File: src/irq_pin_params.svh
// Register offsets, field positions, reset values and counts for the interrupt pin logic
`ifndef IRQ_PIN_PARAMS_SVH
`define IRQ_PIN_PARAMS_SVH

`define OFS_EVENT_STATUS       8'h0b
`define OFS_PIN_A_ROUTE_MAP    8'h2a
`define OFS_PIN_B_ROUTE_MAP    8'h2b
`define OFS_BUFFER_MODE_CONFIG 8'h28
`define OFS_BUFFER_LEVEL       8'h29
`define OFS_FILTER_CONFIG      8'h2c
`define OFS_POWER_CONFIG       8'h2d
`define OFS_SENSOR_CHECK       8'h2e
`define OFS_DATA_LO_FIRST      8'h08
`define OFS_DATA_LO_LAST       8'h0a
`define OFS_DATA_HI_FIRST      8'h0e
`define OFS_DATA_HI_LAST       8'h15

`define BIT_NEW_SAMPLE         0
`define BIT_BUF_NONEMPTY       1
`define BIT_BUF_LEVEL          2
`define BIT_BUF_OVERRUN        3
`define BIT_MOTION             4
`define BIT_IDLE_MOTION        5
`define BIT_ROUTE_LOW          7
`define BIT_EXT_CLOCK_SEL      6
`define BIT_EXT_TRIGGER_SEL    3
`define BIT_LEVEL_MSB          3
`define BIT_CHECK_ASSERT       0
`define BUF_MODE_LSB           0
`define BUF_MODE_OFF           2'h0
`define BUF_MODE_OLDEST        2'h1

`define RST_BUFFER_LEVEL       8'h80
`define RST_ZERO_BYTE          8'h00
`define BUF_COUNT_W            10
`define BUF_DEPTH              10'h200

`endif

File: src/irq_pin_pkg.sv
// Types shared by the interrupt pin logic
package irq_pin_pkg;

	// Host register access, one cycle strobes
	typedef struct packed {
		logic       rd;
		logic       wr;
		logic       rd_end;
		logic [7:0] addr;
		logic [7:0] wdata;
	} reg_req_t;

	// Events from the sensing core, each a one-cycle pulse
	typedef struct packed {
		logic motion;
		logic idle_motion;
		logic new_sample;
		logic buf_push;
		logic buf_pop;
	} core_evt_t;

	// Drive and enable of one two-way pin
	typedef struct packed {
		logic o;
		logic oe;
	} pin_drv_t;

	typedef enum logic [1:0] {
		RD_IDLE,
		RD_DATA,
		RD_OTHER
	} rd_state_t;

endpackage

File: src/irq_route_pin.sv
// One interrupt output: OR of routed sources, polarity, tristate and alternate input role
`timescale 1ns/100ps
`include "irq_pin_params.svh"

module irq_route_pin (
	// Clock and reset
	input  wire logic                ref_clk,
	input  wire logic                rst_b,
	// Sources and routing
	input  wire logic [7:0]          flags,
	input  wire logic [7:0]          route_map,
	input  wire logic                alt_input,
	// Pin drive
	output irq_pin_pkg::pin_drv_t    drv
);
	import irq_pin_pkg::*;

	typedef struct packed {
		pin_drv_t drv;
	} route_state_t;

	route_state_t s_q;
	route_state_t s_d;
	logic         active;
	logic         routed;

	always_comb begin
		s_d    = s_q;
		routed = |route_map[6:0];
		active = |(flags[6:0] & route_map[6:0]);
		// Pin used as an input is never driven
		s_d.drv.oe = routed && !alt_input;
		s_d.drv.o  = active ^ route_map[`BIT_ROUTE_LOW];
	end

	always_ff @(posedge ref_clk) begin
		if (!rst_b) begin
			s_q <= '0;
		end else begin
			s_q <= s_d;
		end
	end

	assign drv = s_q.drv;

endmodule

File: src/sensor_interrupt_pin_logic.sv
// Interrupt status flags, register file and pin routing for the motion sensor
// ----------------------------------------------------------------------------
// What this block does
// - Each source routes to pin a, pin b or both via a map per pin.
// - A pin is driven from the OR of all sources routed to it.
// - A pin with nothing routed, and both pins in reset, float.
// - Active pins drive high, or low when the map's bit 7 is set.
// - Reading the status register clears motion and idle flags.
// - Reading sample data registers clears the new-sample flag.
// - Non-empty and level flags clear only when their trigger conditions stop holding.
// - Power config bit 6 turns pin a into a clock input.
// - Filter config bit 3 turns pin b into a sampling trigger input.
// - A pin in its input role never signals interrupts.
// - Status bit 4 flags motion, bit 5 flags inactivity.
// - Status bit 0 is set when new sample data is available.
// - No new-sample set during a data read; deferred to its end.
// - A set new-sample flag clears at read start, stays low throughout.
// - Status bit 2 holds while entry count reaches the level setting.
// - Level setting of zero asserts the level flag while mode bit 3 is clear; it resets to 0x80.
// - Status bit 1 holds while the buffer has at least one entry.
// - Status bit 3 sets on overwrite, or on no room in oldest mode.
// - Overrun clears on a buffer read and while the buffer is off.
// - Buffer mode 0b00 disables the buffer and empties it.
// ----------------------------------------------------------------------------
`timescale 1ns/100ps
`include "irq_pin_params.svh"

module sensor_interrupt_pin_logic (
	// Clock and reset
	input  wire logic                  ref_clk,
	input  wire logic                  rst_b,
	// Register port
	input  irq_pin_pkg::reg_req_t      req,
	output logic [7:0]                 rdata,
	// Sensing core events
	input  irq_pin_pkg::core_evt_t     evt,
	// Interrupt pin a
	input  wire logic                  irq_pin_a_i,
	output logic                       irq_pin_a_o,
	output logic                       irq_pin_a_oe,
	// Interrupt pin b
	input  wire logic                  irq_pin_b_i,
	output logic                       irq_pin_b_o,
	output logic                       irq_pin_b_oe,
	// Alternate input roles, sensor check and buffer count toward the core
	output logic                       ext_clock,
	output logic                       ext_trigger,
	output logic                       check_assert,
	output logic [`BUF_COUNT_W-1:0]    buf_count
);
	import irq_pin_pkg::*;

	// ------------------------------------------------------------------------
	// State
	// ------------------------------------------------------------------------
	typedef struct packed {
		logic [7:0]             status;
		logic [7:0]             pin_a_route_map;
		logic [7:0]             pin_b_route_map;
		logic [7:0]             buffer_mode_config;
		logic [7:0]             buffer_level_setting;
		logic [7:0]             filter_config;
		logic [7:0]             power_config;
		logic [7:0]             sensor_check_control;
		logic [`BUF_COUNT_W-1:0] count;
		logic                   sample_pend;
		rd_state_t              rd_state;
		logic [7:0]             rdata;
		logic                   ext_clock;
		logic                   ext_trigger;
	} core_state_t;

	core_state_t s_q;
	core_state_t s_d;

	pin_drv_t    drv_a;
	pin_drv_t    drv_b;

	logic                   is_data_addr;
	logic                   buf_off;
	logic                   push_ok;
	logic                   pop_ok;
	logic                   lost;
	logic [8:0]             level;
	logic                   in_data_read;

	// ------------------------------------------------------------------------
	// Register, flag and buffer count logic
	// ------------------------------------------------------------------------
	always_comb begin
		s_d = s_q;

		is_data_addr = (req.addr >= `OFS_DATA_LO_FIRST && req.addr <= `OFS_DATA_LO_LAST) ||
			(req.addr >= `OFS_DATA_HI_FIRST && req.addr <= `OFS_DATA_HI_LAST);
		buf_off = s_q.buffer_mode_config[`BUF_MODE_LSB +: 2] == `BUF_MODE_OFF;
		level = {s_q.buffer_mode_config[`BIT_LEVEL_MSB], s_q.buffer_level_setting};
		in_data_read = (s_q.rd_state == RD_DATA);

		// Buffer occupancy
		pop_ok  = evt.buf_pop && (s_q.count != '0);
		push_ok = 1'b0;
		lost    = 1'b0;
		if (evt.buf_push && !buf_off) begin
			if (s_q.count != `BUF_DEPTH || pop_ok) begin
				push_ok = 1'b1;
			end else begin
				// Stream overwrites oldest; oldest-saved drops the new one
				lost = 1'b1;
				push_ok = (s_q.buffer_mode_config[`BUF_MODE_LSB +: 2] != `BUF_MODE_OLDEST);
			end
		end
		if (buf_off) begin
			s_d.count = '0;
		end else if (push_ok && !pop_ok && s_q.count != `BUF_DEPTH) begin
			s_d.count = s_q.count + `BUF_COUNT_W'(1);
		end else if (pop_ok && !push_ok) begin
			s_d.count = s_q.count - `BUF_COUNT_W'(1);
		end

		// Level-following buffer flags
		s_d.status[`BIT_BUF_NONEMPTY] = (s_d.count != '0);
		s_d.status[`BIT_BUF_LEVEL] = ({1'b0, s_d.count[8:0]} >= {1'b0, level}) ||
			s_d.count[9];

		// Overrun: set wins over clear, off clears outright
		if (buf_off) begin
			s_d.status[`BIT_BUF_OVERRUN] = 1'b0;
		end else if (lost) begin
			s_d.status[`BIT_BUF_OVERRUN] = 1'b1;
		end else if (pop_ok) begin
			s_d.status[`BIT_BUF_OVERRUN] = 1'b0;
		end

		// Read sequencing; rd_end marks the end of a multibyte read
		if (req.rd && s_q.rd_state == RD_IDLE) begin
			s_d.rd_state = is_data_addr ? RD_DATA : RD_OTHER;
		end
		if (req.rd_end) begin
			s_d.rd_state = RD_IDLE;
		end

		// Motion and idle: read clears, event in the same cycle wins
		if (req.rd && req.addr == `OFS_EVENT_STATUS) begin
			s_d.status[`BIT_MOTION]      = 1'b0;
			s_d.status[`BIT_IDLE_MOTION] = 1'b0;
		end
		if (evt.motion) begin
			s_d.status[`BIT_MOTION] = 1'b1;
		end
		if (evt.idle_motion) begin
			s_d.status[`BIT_IDLE_MOTION] = 1'b1;
		end

		// New sample: held off during a data read, released at its end
		if (req.rd && is_data_addr) begin
			s_d.status[`BIT_NEW_SAMPLE] = 1'b0;
		end
		if (evt.new_sample) begin
			if (in_data_read || (req.rd && is_data_addr)) begin
				s_d.sample_pend = 1'b1;
			end else begin
				s_d.status[`BIT_NEW_SAMPLE] = 1'b1;
			end
		end
		if (s_q.sample_pend && !in_data_read) begin
			s_d.status[`BIT_NEW_SAMPLE] = 1'b1;
			s_d.sample_pend = 1'b0;
		end

		// Register reads
		s_d.rdata = 8'h00;
		if (req.rd) begin
			case (req.addr)
				`OFS_EVENT_STATUS:       s_d.rdata = s_q.status;
				`OFS_PIN_A_ROUTE_MAP:    s_d.rdata = s_q.pin_a_route_map;
				`OFS_PIN_B_ROUTE_MAP:    s_d.rdata = s_q.pin_b_route_map;
				`OFS_BUFFER_MODE_CONFIG: s_d.rdata = s_q.buffer_mode_config;
				`OFS_BUFFER_LEVEL:       s_d.rdata = s_q.buffer_level_setting;
				`OFS_FILTER_CONFIG:      s_d.rdata = s_q.filter_config;
				`OFS_POWER_CONFIG:       s_d.rdata = s_q.power_config;
				`OFS_SENSOR_CHECK:       s_d.rdata = s_q.sensor_check_control;
				default:                 s_d.rdata = 8'h00;
			endcase
		end

		// Register writes
		if (req.wr) begin
			case (req.addr)
				`OFS_PIN_A_ROUTE_MAP:    s_d.pin_a_route_map = req.wdata;
				`OFS_PIN_B_ROUTE_MAP:    s_d.pin_b_route_map = req.wdata;
				`OFS_BUFFER_MODE_CONFIG: s_d.buffer_mode_config = req.wdata;
				`OFS_BUFFER_LEVEL:       s_d.buffer_level_setting = req.wdata;
				`OFS_FILTER_CONFIG:      s_d.filter_config = req.wdata;
				`OFS_POWER_CONFIG:       s_d.power_config = req.wdata;
				`OFS_SENSOR_CHECK:       s_d.sensor_check_control = req.wdata;
				default:                 ;
			endcase
		end

		// Alternate input roles sample the pins
		s_d.ext_clock = s_q.power_config[`BIT_EXT_CLOCK_SEL] && irq_pin_a_i;
		s_d.ext_trigger = s_q.filter_config[`BIT_EXT_TRIGGER_SEL] && irq_pin_b_i;
	end

	always_ff @(posedge ref_clk) begin
		if (!rst_b) begin
			s_q                      <= '0;
			s_q.rd_state             <= RD_IDLE;
			s_q.buffer_level_setting <= `RST_BUFFER_LEVEL;
		end else begin
			s_q <= s_d;
		end
	end

	// ------------------------------------------------------------------------
	// Pin drivers
	// ------------------------------------------------------------------------
	irq_route_pin u_pin_a (
		.ref_clk   (ref_clk),
		.rst_b     (rst_b),
		.flags     (s_q.status),
		.route_map (s_q.pin_a_route_map),
		.alt_input (s_q.power_config[`BIT_EXT_CLOCK_SEL]),
		.drv       (drv_a)
	);

	irq_route_pin u_pin_b (
		.ref_clk   (ref_clk),
		.rst_b     (rst_b),
		.flags     (s_q.status),
		.route_map (s_q.pin_b_route_map),
		.alt_input (s_q.filter_config[`BIT_EXT_TRIGGER_SEL]),
		.drv       (drv_b)
	);

	assign irq_pin_a_o  = drv_a.o;
	assign irq_pin_a_oe = drv_a.oe;
	assign irq_pin_b_o  = drv_b.o;
	assign irq_pin_b_oe = drv_b.oe;
	assign rdata        = s_q.rdata;
	assign ext_clock    = s_q.ext_clock;
	assign ext_trigger  = s_q.ext_trigger;
	assign check_assert = s_q.sensor_check_control[`BIT_CHECK_ASSERT];
	assign buf_count    = s_q.count;

endmodule

File: config.mk
export PLATFORM = sky130hd
export DESIGN_NAME = sensor_interrupt_pin_logic
export DESIGN_NICKNAME = d
export VERILOG_FILES = /design/src/irq_pin_pkg.sv /design/src/irq_route_pin.sv /design/src/sensor_interrupt_pin_logic.sv
export VERILOG_INCLUDE_DIRS = /design/src
export SDC_FILE = /design/constraint.sdc
export NUM_CORES = 1
export LEC_CHECK = 0
export ABC_AREA = 1
export BUFFER_PORTS_ARGS = -buffer_cell sky130_fd_sc_hd__buf_2
export CORE_ASPECT_RATIO = 1.75
export CORE_MARGIN = 2
export CORE_UTILIZATION = 55
export DETAILED_ROUTE_END_ITERATION = 16
export PLACE_DENSITY = 0.78
export SYNTH_ARGS = -nofsm -noshare
export SYNTH_HDL_FRONTEND = slang
export SYNTH_SLANG_ARGS = --single-unit
File: constraint.sdc
create_clock -name ref_clk -period 3.5 [get_ports ref_clk]
set_input_delay 0.525 -clock ref_clk [delete_from_list [all_inputs] [get_ports ref_clk]]
set_output_delay 0.525 -clock ref_clk [all_outputs]
set_load 0.03 [all_outputs]
Yosys cells after proc, flatten, opt, wreduce, memory -nomap -nowiden:

Index checks and enable logic that the tools add are counted.

* flip-flop bits (word level): 89
* input bits: 28

* add/subtract/negate cells: 2
* $lt $le $gt $ge: 5
* equal/unequal tests: 11
* muxes and demuxes: 18
* bitwise logic cells: 5
* reduce and logical (&&, ||, !) cells: 48

Operators by type and width (number)
* $pmux W8 S8: 1
* $eq A8 B6 Y1 const B: 7
* $mux W10: 3
* $reduce_or A7 Y1: 4
* $reduce_bool A10 Y1: 2
* $reduce_and A2 Y1: 9
* $ge A8 B4 Y1 const B: 2
* $logic_and A1 B1 Y1: 15
* $and A6 B7 Y7: 2
* $mux W1: 12
* $add A10 B1 Y10 const B: 1
* $ne A10 B10 Y1 const B: 1
* $sub A10 B1 Y10 const B: 1
* $ge A9 B9 Y1: 1
* $eq A8 B4 Y1 const B: 1
* $le A8 B4 Y1 const B: 1
* $le A8 B5 Y1 const B: 1
* $logic_not A1 Y1: 6
* $reduce_bool A2 Y1: 3
* $reduce_or A2 Y1: 3
* $logic_not A2 Y1: 2
* $logic_or A1 B1 Y1: 4
* $mux W2: 2
* $eq A2 B1 Y1 const B: 1
* 3 further kinds: 4

Depth between registers and ports, before layout:

Gate-level depths: netlist of run 1.

* word-level depth: 12
* depth in mapped cells: 22

By module:

From an unflattened synthesis of run 1, not the netlist that was laid out.

* cells, all modules: 700
* area total of the unflattened synthesis: 4812.1 µm²

Modules (own cells, without submodules)
* sensor_interrupt_pin_logic: times used 1, cells each 648, area each 4529.3 µm²
* irq_route_pin: times used 2, cells each 26, area each 141.4 µm²

Least setup slack after synthesis of run 1:

No wires, ideal clock.

* kind: flip-flop to flip-flop
* from: reg s_q, in the netlist buf_count[0]
* to: reg s_q[81] (netlist bit)
* arrival time: 2363 ps
* required time: 3367 ps
* slack: 1005 ps
* cell stages (with the launch flop): 23
* path buffers: 1
* path through: dfxtp_1 -> inv_1 -> ha_1 -> nand2_4 -> nor2_8 -> nand2_4 -> nand2_4 -> nand2_4 -> buf_6 -> nand2_2 -> nand3_1 -> inv_1 -> ha_1 -> a21oi_1 -> o211ai_1 -> nand3_1 -> nand2_1 -> nand3_1 -> nand2_1 -> nand2_1 -> nand2_1 -> nand2_1 -> a31oi_1

RTL lines
* from (decl): line sensor_interrupt_pin_logic.sv:73 `core_state_t s_q;`

==> out/metrics.csv, run 1 <==
metric,value,unit
worst-margin pin slew,0.7423,ns
ys async rst share,0,%
Final Setup Violations,0,
Final Hold Vio Count,0,
syn_area_per_cell,7.169,um2
Post-Layout Inst Area,0.005206,mm2
clock-pin slew on the worst setup and hold paths,0.06,ns
Initial Util,56.74,%
Commonest cells post-synth,"nand2_1, inv_1, dfxtp_1",
sw frac,21.42,%
slew margin rel.,50.13,%
first-pass GRT wire length,20.87,mm
Post-Synth XOR/XNOR Area,1.485,%
Hold Path Class,in -> reg,
Gate Count Post-Synth,658,
adder-cell share of the synthesized area,3.183,%
area of the multi-input gates,0.002286,mm2
Clk pwr share,46.6,%
CTS hold repair buffers,0,
Initial DRC Count,182,
P&R area growth vs syn,10.37,%
Comb pwr share,4.3,%
setup_tns,0,ns
main area contributors after synthesis,"dfxtp_1, nand2_1, inv_1",
Period minus WS final,2.948,ns
slowest CP cell,dfxtp_1,
Synth Register Bits,89,
most frequent cell after synthesis,nand2_1,
vias in the first global route,4341,
Longest Clk Path Bufs,2,
dpl cell area,0.004901,mm2
grt total ovfl,0,
cts bufs inserted,9,
CTS HTree Levels,3,
gr usage total,29.79,%
largest family of logic cells by synthesized area,simple AND/OR/NAND/NOR gates,
Core Region,0.008313,mm2
fin crit share,84.23,%
share of cells above drive strength 1,14.66,%
Sequential Area,0.001782,mm2
fillers,786,
Post CTS Setup Buffer Count,0,
drt wl/cell,16.68,um
vias post-DR,4499,
post-synthesis cell area,0.004717,mm2
chip width,74.01,um
Port Buffer Count,52,
RSZ-0062 raised after global routing,false,
simple-gate area share of the yosys netlist,23.95,%
largest net degree at the start of global routing,34,
die height,126.5,um
NetSw,0.4454,mW
leakage power,2.291,nW
CTS tree,built,
Post-Place Worst Slack,0.5946,ns
Ports,53,
setup ws final,0.5520,ns
Critical Path RT,3.73,ns
CP Cell Sequence,inv_1 > ha_1 > nand2_4 > nor2_8 > nand2_4 > nand3_2 > nand2_1 > nand2_1 > nand2_2 > nand3_1 > inv_1 > ha_1 > a21oi_1 > o211ai_1 > nand3_1 > nand2_1 > nand3_1 > nand2_1 > nand2_1 > nand2_1 > nand2_1 > a31oi_1,
cell taking the most area after synthesis,dfxtp_1,
"Net count, final",725,
"Slew Viols, Final",0,
Post-synth EDFFs,0,
Synth Area in Compound Gates,19.84,%
Internal,1.634,mW
Yosys warning count,0,
n_diodes,0,
drt pass-1 iters,5,
CP peak stage delay,0.43,ns
MaxCap Viol Count,0,
status,finished clean,
Critical Setup Path Class,reg -> reg,
multiplexer area fraction after synthesis,0,%
CTS root buf,clkbuf_16,
vias per cell,5.596,
DRC errors left,0,
top cell type's share of synthesized area,37.77,%
syn nets,698,
Max VDD drop,0.0003855,V
Rows,44,
GPL Wtd Cong,0.9960,
clock latency on the worst-skew pair,0.34,ns
CP Max Fanout,11,
Routed Antenna Nets,0,
CP dominant cell by count,nand2_1,
CP Data Arrival Time,3.18,ns
post-CTS sizing,0,
final wirelength,13.41,mm
Crit. End Element,flop,
Cell variety after synth,37,
Fin Clk Skew,0.005676,ns
"Top FF cell, synth",dfxtp_1,
initial antenna violation count,0,
crit start category,flop,
sequential power share,49.1,%
Pwr per Cell Area,399.4,mW/mm2
Die Area,0.009362,mm2
sequential-to-total area share from yosys stat,37.77,%
clk sinks,89,
hpwl dp,10.39,mm
Fmax,0.3392,GHz
==> cell families after synthesis <==
| group | Yosys count |
|---|---|
| xor gates and xnor gates | 8 |
| buffers and inverters | 145 |
| AOI/OAI and AO/OA | 172 |
| DFF | 89 |
| adders and majority gates | 12 |
| and+or+nand+nor | 232 |
==> power groups by stage <==
stage / registers (mW) / clock network [mW] / logic, mW
floorplan: 1.04 / 0 / 0.0465
global placement: 1.04 / 0 / 0.0865
detailed placement: 1.04 / 0 / 0.0889
CTS: 1.02 / 0.974 / 0.0893
global route: 1.02 / 1.02 / 0.101
finish: 1.02 / 0.968 / 0.0902
==> placed cells by master, fill, tap and decap left out, types with 13 or more instances in the layout <==
cell | Yosys | layout
o21ai_0 | 60 | 60
nor2_1 | 44 | 44
nand4_1 | 13 | 13
inv_1 | 101 | 101
o22ai_1 | 28 | 28
nand3_1 | 30 | 30
buf_2 | 2 | 52
dfxtp_1 | 89 | 89
a21oi_1 | 71 | 71
nand2_1 | 103 | 103
==> worst max-delay path: cells and delay by family (launching register included) <==
family	cells	cell delay (ns)
fa+ha+maj	2	0.53
compound gates	3	0.33
flops	1	0.43
buf+inv	2	0.29
simple gates	15	1.27
==> sequential cells by signal, summed over array words and instances (netlist names) <==
register / cells
s_q: 55
buf_count: 10
level: 9
rdata: 8
u_pin_a.drv: 2
u_pin_b.drv: 2
check_assert: 1
ext_clock: 1
ext_trigger: 1
==> final timing paths <==
kind	startpoint	end	slack [ns]	depth (start not counted)
worst max-delay path	buf_count[0]	s_q[81]	0.55	22
worst min-delay path	evt[3]	s_q[84]	0.40	3
worst min register to register	s_q[34]	s_q[34]	0.45	2
worst max register to register	buf_count[0]	s_q[81]	0.55	22
==> cell type report <==
class | instances | share of cell area [%]
inverter | 104 | 7.522
timing repair buffer | 57 | 5.720
clock buffer | 11 | 4.855
sequential | 89 | 34.22
tap | 115 | 2.764
multi-input combinational | 424 | 43.91
clock inverter | 4 | 1.009
==> metrics by stage <==
| stage | hold WS, ns | total power [mW] | utilization [%] | std cells |
|---|---|---|---|---|
| floorplan | 0.4232 | 1.090 | - | 658 |
| global placement | 0.4348 | 1.130 | 58.96 | 789 |
| detailed placement | 0.4454 | 1.133 | 58.96 | 789 |
| CTS | 0.4028 | 2.084 | 62.63 | 804 |
| global route | 0.4096 | 2.140 | 62.63 | 804 |
| finish | 0.4020 | 2.079 | 62.63 | 804 |
==> routing by layer <==
layer	GRT usage [%]	routed length, um	part of all wire, %	up-vias
met4	20.32	899	6.7	0
li1	-	-	-	2218
met3	4.607	498	3.7	57
met5	0	0	0	-
met2	55.25	7331	55	172
met1	28.38	4680	35	2052
No activity file was read; power rests on OpenSTA's default activity.
==> run 2: changes to the inputs <==
--- a/config.mk
+++ b/config.mk
@@ -10,7 +10,7 @@
 export BUFFER_PORTS_ARGS = -buffer_cell sky130_fd_sc_hd__buf_2
 export CORE_ASPECT_RATIO = 1.75
 export CORE_MARGIN = 2
-export CORE_UTILIZATION = 55
+export CORE_UTILIZATION = 53
 export DETAILED_ROUTE_END_ITERATION = 16
 export PLACE_DENSITY = 0.78
 export SYNTH_ARGS = -nofsm -noshare
==> constraint.sdc (replaced) <==
create_clock -name ref_clk -period 2.6 [get_ports ref_clk]
set_input_delay 0.39 -clock ref_clk [delete_from_list [all_inputs] [get_ports ref_clk]]
set_output_delay 0.39 -clock ref_clk [all_outputs]
set_load 0.03 [all_outputs]
==> out/metrics.csv, run 2 (synthesized netlist as in run 1, its figures left out) <==
metric,value,unit
status,finished clean,
Max VDD drop,0.0005331,V
Crit. End Element,flop,
cts bufs inserted,9,
Routed Antenna Nets,0,
Sequential Area,0.001787,mm2
first-pass GRT wire length,20.35,mm
NetSw,0.6721,mW
Hold Path Class,in -> reg,
R2R Setup Slk,0.17,ns
sequential power share,48.3,%
"Net count, final",743,
RSZ-0062 raised after global routing,true,
CP Max Fanout,6,
sw frac,23.64,%
fin util,63.39,%
Die Area,0.009701,mm2
CTS HTree Levels,3,
DRC errors left,0,
n_diodes,0,
clk sinks,89,
CTS hold repair buffers,0,
vias per cell,5.550,
share of cells above drive strength 1,19.77,%
Ports,53,
Final Setup Violations,0,
hpwl dp,10.17,mm
CP Cell Sequence,buf_4 > ha_1 > nand2_1 > inv_1 > nand2_1 > xor2_1 > nand2_1 > nand3_2 > inv_1 > ha_1 > a21oi_1 > nand2_1 > nand3_2 > nand2_2 > nand2_1 > nand2_1 > nand2_1 > a31oi_1,
"non-filler cells, final",825,
Fin Clk Skew,0.007918,ns
CP Data Arrival Time,2.66,ns
area of the multi-input gates,0.002415,mm2
slowest CP cell,dfxtp_1,
fin crit share,93.29,%
grt total ovfl,0,
Initial DRC Count,254,
leakage power,2.403,nW
Fmax,0.4123,GHz
Biggest register,s_q,
Port Buffer Count,52,
initial antenna violation count,0,
"most common cell after layout, fill and taps aside",nand2_1,
Initial Util,54.40,%
CTS root buf,clkbuf_16,
Pwr per Cell Area,517.2,mW/mm2
GPL Wtd Cong,0.9907,
"Slew Viols, Final",0,
vias in the first global route,4318,
Critical Path RT,2.84,ns
Longest Clk Path Bufs,2,
Period minus WS final,2.426,ns
Largest register FFs,55,
Rows,45,
CTS tree,built,
chip width,75.32,um
Core Region,0.008671,mm2
clock latency on the worst-skew pair,0.35,ns
placed cells,801,
worst-margin pin slew,0.5760,ns
"commonest cells after routing, fill and taps aside","nand2_1, inv_1, dfxtp_1, a21oi_1, o21ai_0",
MaxCap Viol Count,0,
Clk pwr share,47.3,%
P&R area growth vs syn,16.53,%
Comb pwr share,4.4,%
clock-pin slew on the worst setup and hold paths,0.07,ns
Final Hold Vio Count,0,
vias post-DR,4579,
die height,128.8,um
CP dominant cell by count,nand2_1,
largest net degree at the start of global routing,34,
Internal,2.171,mW
gr usage total,27.96,%
slew margin rel.,61.25,%
fillers,809,
final wirelength,13.45,mm
Critical Setup Path Class,reg -> reg,
drt pass-1 iters,7,
crit start category,flop,
drt wl/cell,16.30,um
CP peak stage delay,0.32,ns
-- run 2: changes by cell type in the layout (fill, tap and decap cells not counted), sizes merged --
cell,delta
inv,+5
clkinv,-4
clkinvlp,+2
clkbuf,-2
buf,+18
-- run 2: worst max-delay path: cells and delay by family, from the launching register on --
kind | cells | cell delay (ns)
xor+xnor | 1 | 0.21
compound gates | 2 | 0.21
flops | 1 | 0.32
buf+inv | 3 | 0.29
simple gates | 10 | 0.76
fa+ha+maj | 2 | 0.52
-- run 2: layer usage --
metal | part of all wire [%] | routed length (um) | GRT usage (%)
met2 | 52 | 6994 | 49.67
met5 | 0 | 0 | 0
met1 | 35 | 4697 | 27.71
met3 | 5.0 | 678 | 4.072
met4 | 8.0 | 1079 | 21.36
-- run 2: layout make-up --
type	instances	area share, %
multi-input combinational	424	43.93
inverter	104	7.239
tap	117	2.663
clock inverter	7	1.548
sequential	89	32.51
timing repair buffer	75	8.013
clock buffer	9	4.097
-- run 2: through the flow --
stage | hold slack, ns | area, um2 | power, mW | setup slack, ns | setup TNS [ns]
floorplan | 0.4232 | 4717 | 1.467 | 0.1047 | 0
global placement | 0.4312 | 4979 | 1.522 | 0.1101 | 0
detailed placement | 0.4428 | 4979 | 1.526 | 0.03818 | 0
CTS | 0.2503 | 5289 | 2.855 | 0.04021 | 0
global route | 0.2655 | 5497 | 2.916 | -0.04966 | -0.04966
finish | 0.2551 | 5497 | 2.843 | 0.1745 | 0
-- run 2: power by group through the flow --
stage                     clock, mW  sequential, mW  combinational (mW)
final                          1.34            1.37               0.124
after global routing           1.40            1.37               0.137
after CTS                      1.36            1.37               0.121
after detailed placement          0            1.41               0.120
after global placement            0            1.40               0.117
after floorplan                   0            1.40              0.0627
-- run 2: final timing paths --
kind | start | endpoint | depth (start not counted)
setup / recovery | buf_count[0] | s_q[81] | 18
hold reg to reg | s_q[57] | s_q[57] | 2
setup reg to reg | buf_count[0] | s_q[81] | 18
hold / removal | evt[3] | s_q[84] | 3
-- run 2: timing repair --
item                       4_1_cts  5_1_grt
setup endpoints to repair        0        1
buffers inserted                 0        8
gates resized for setup          0       34
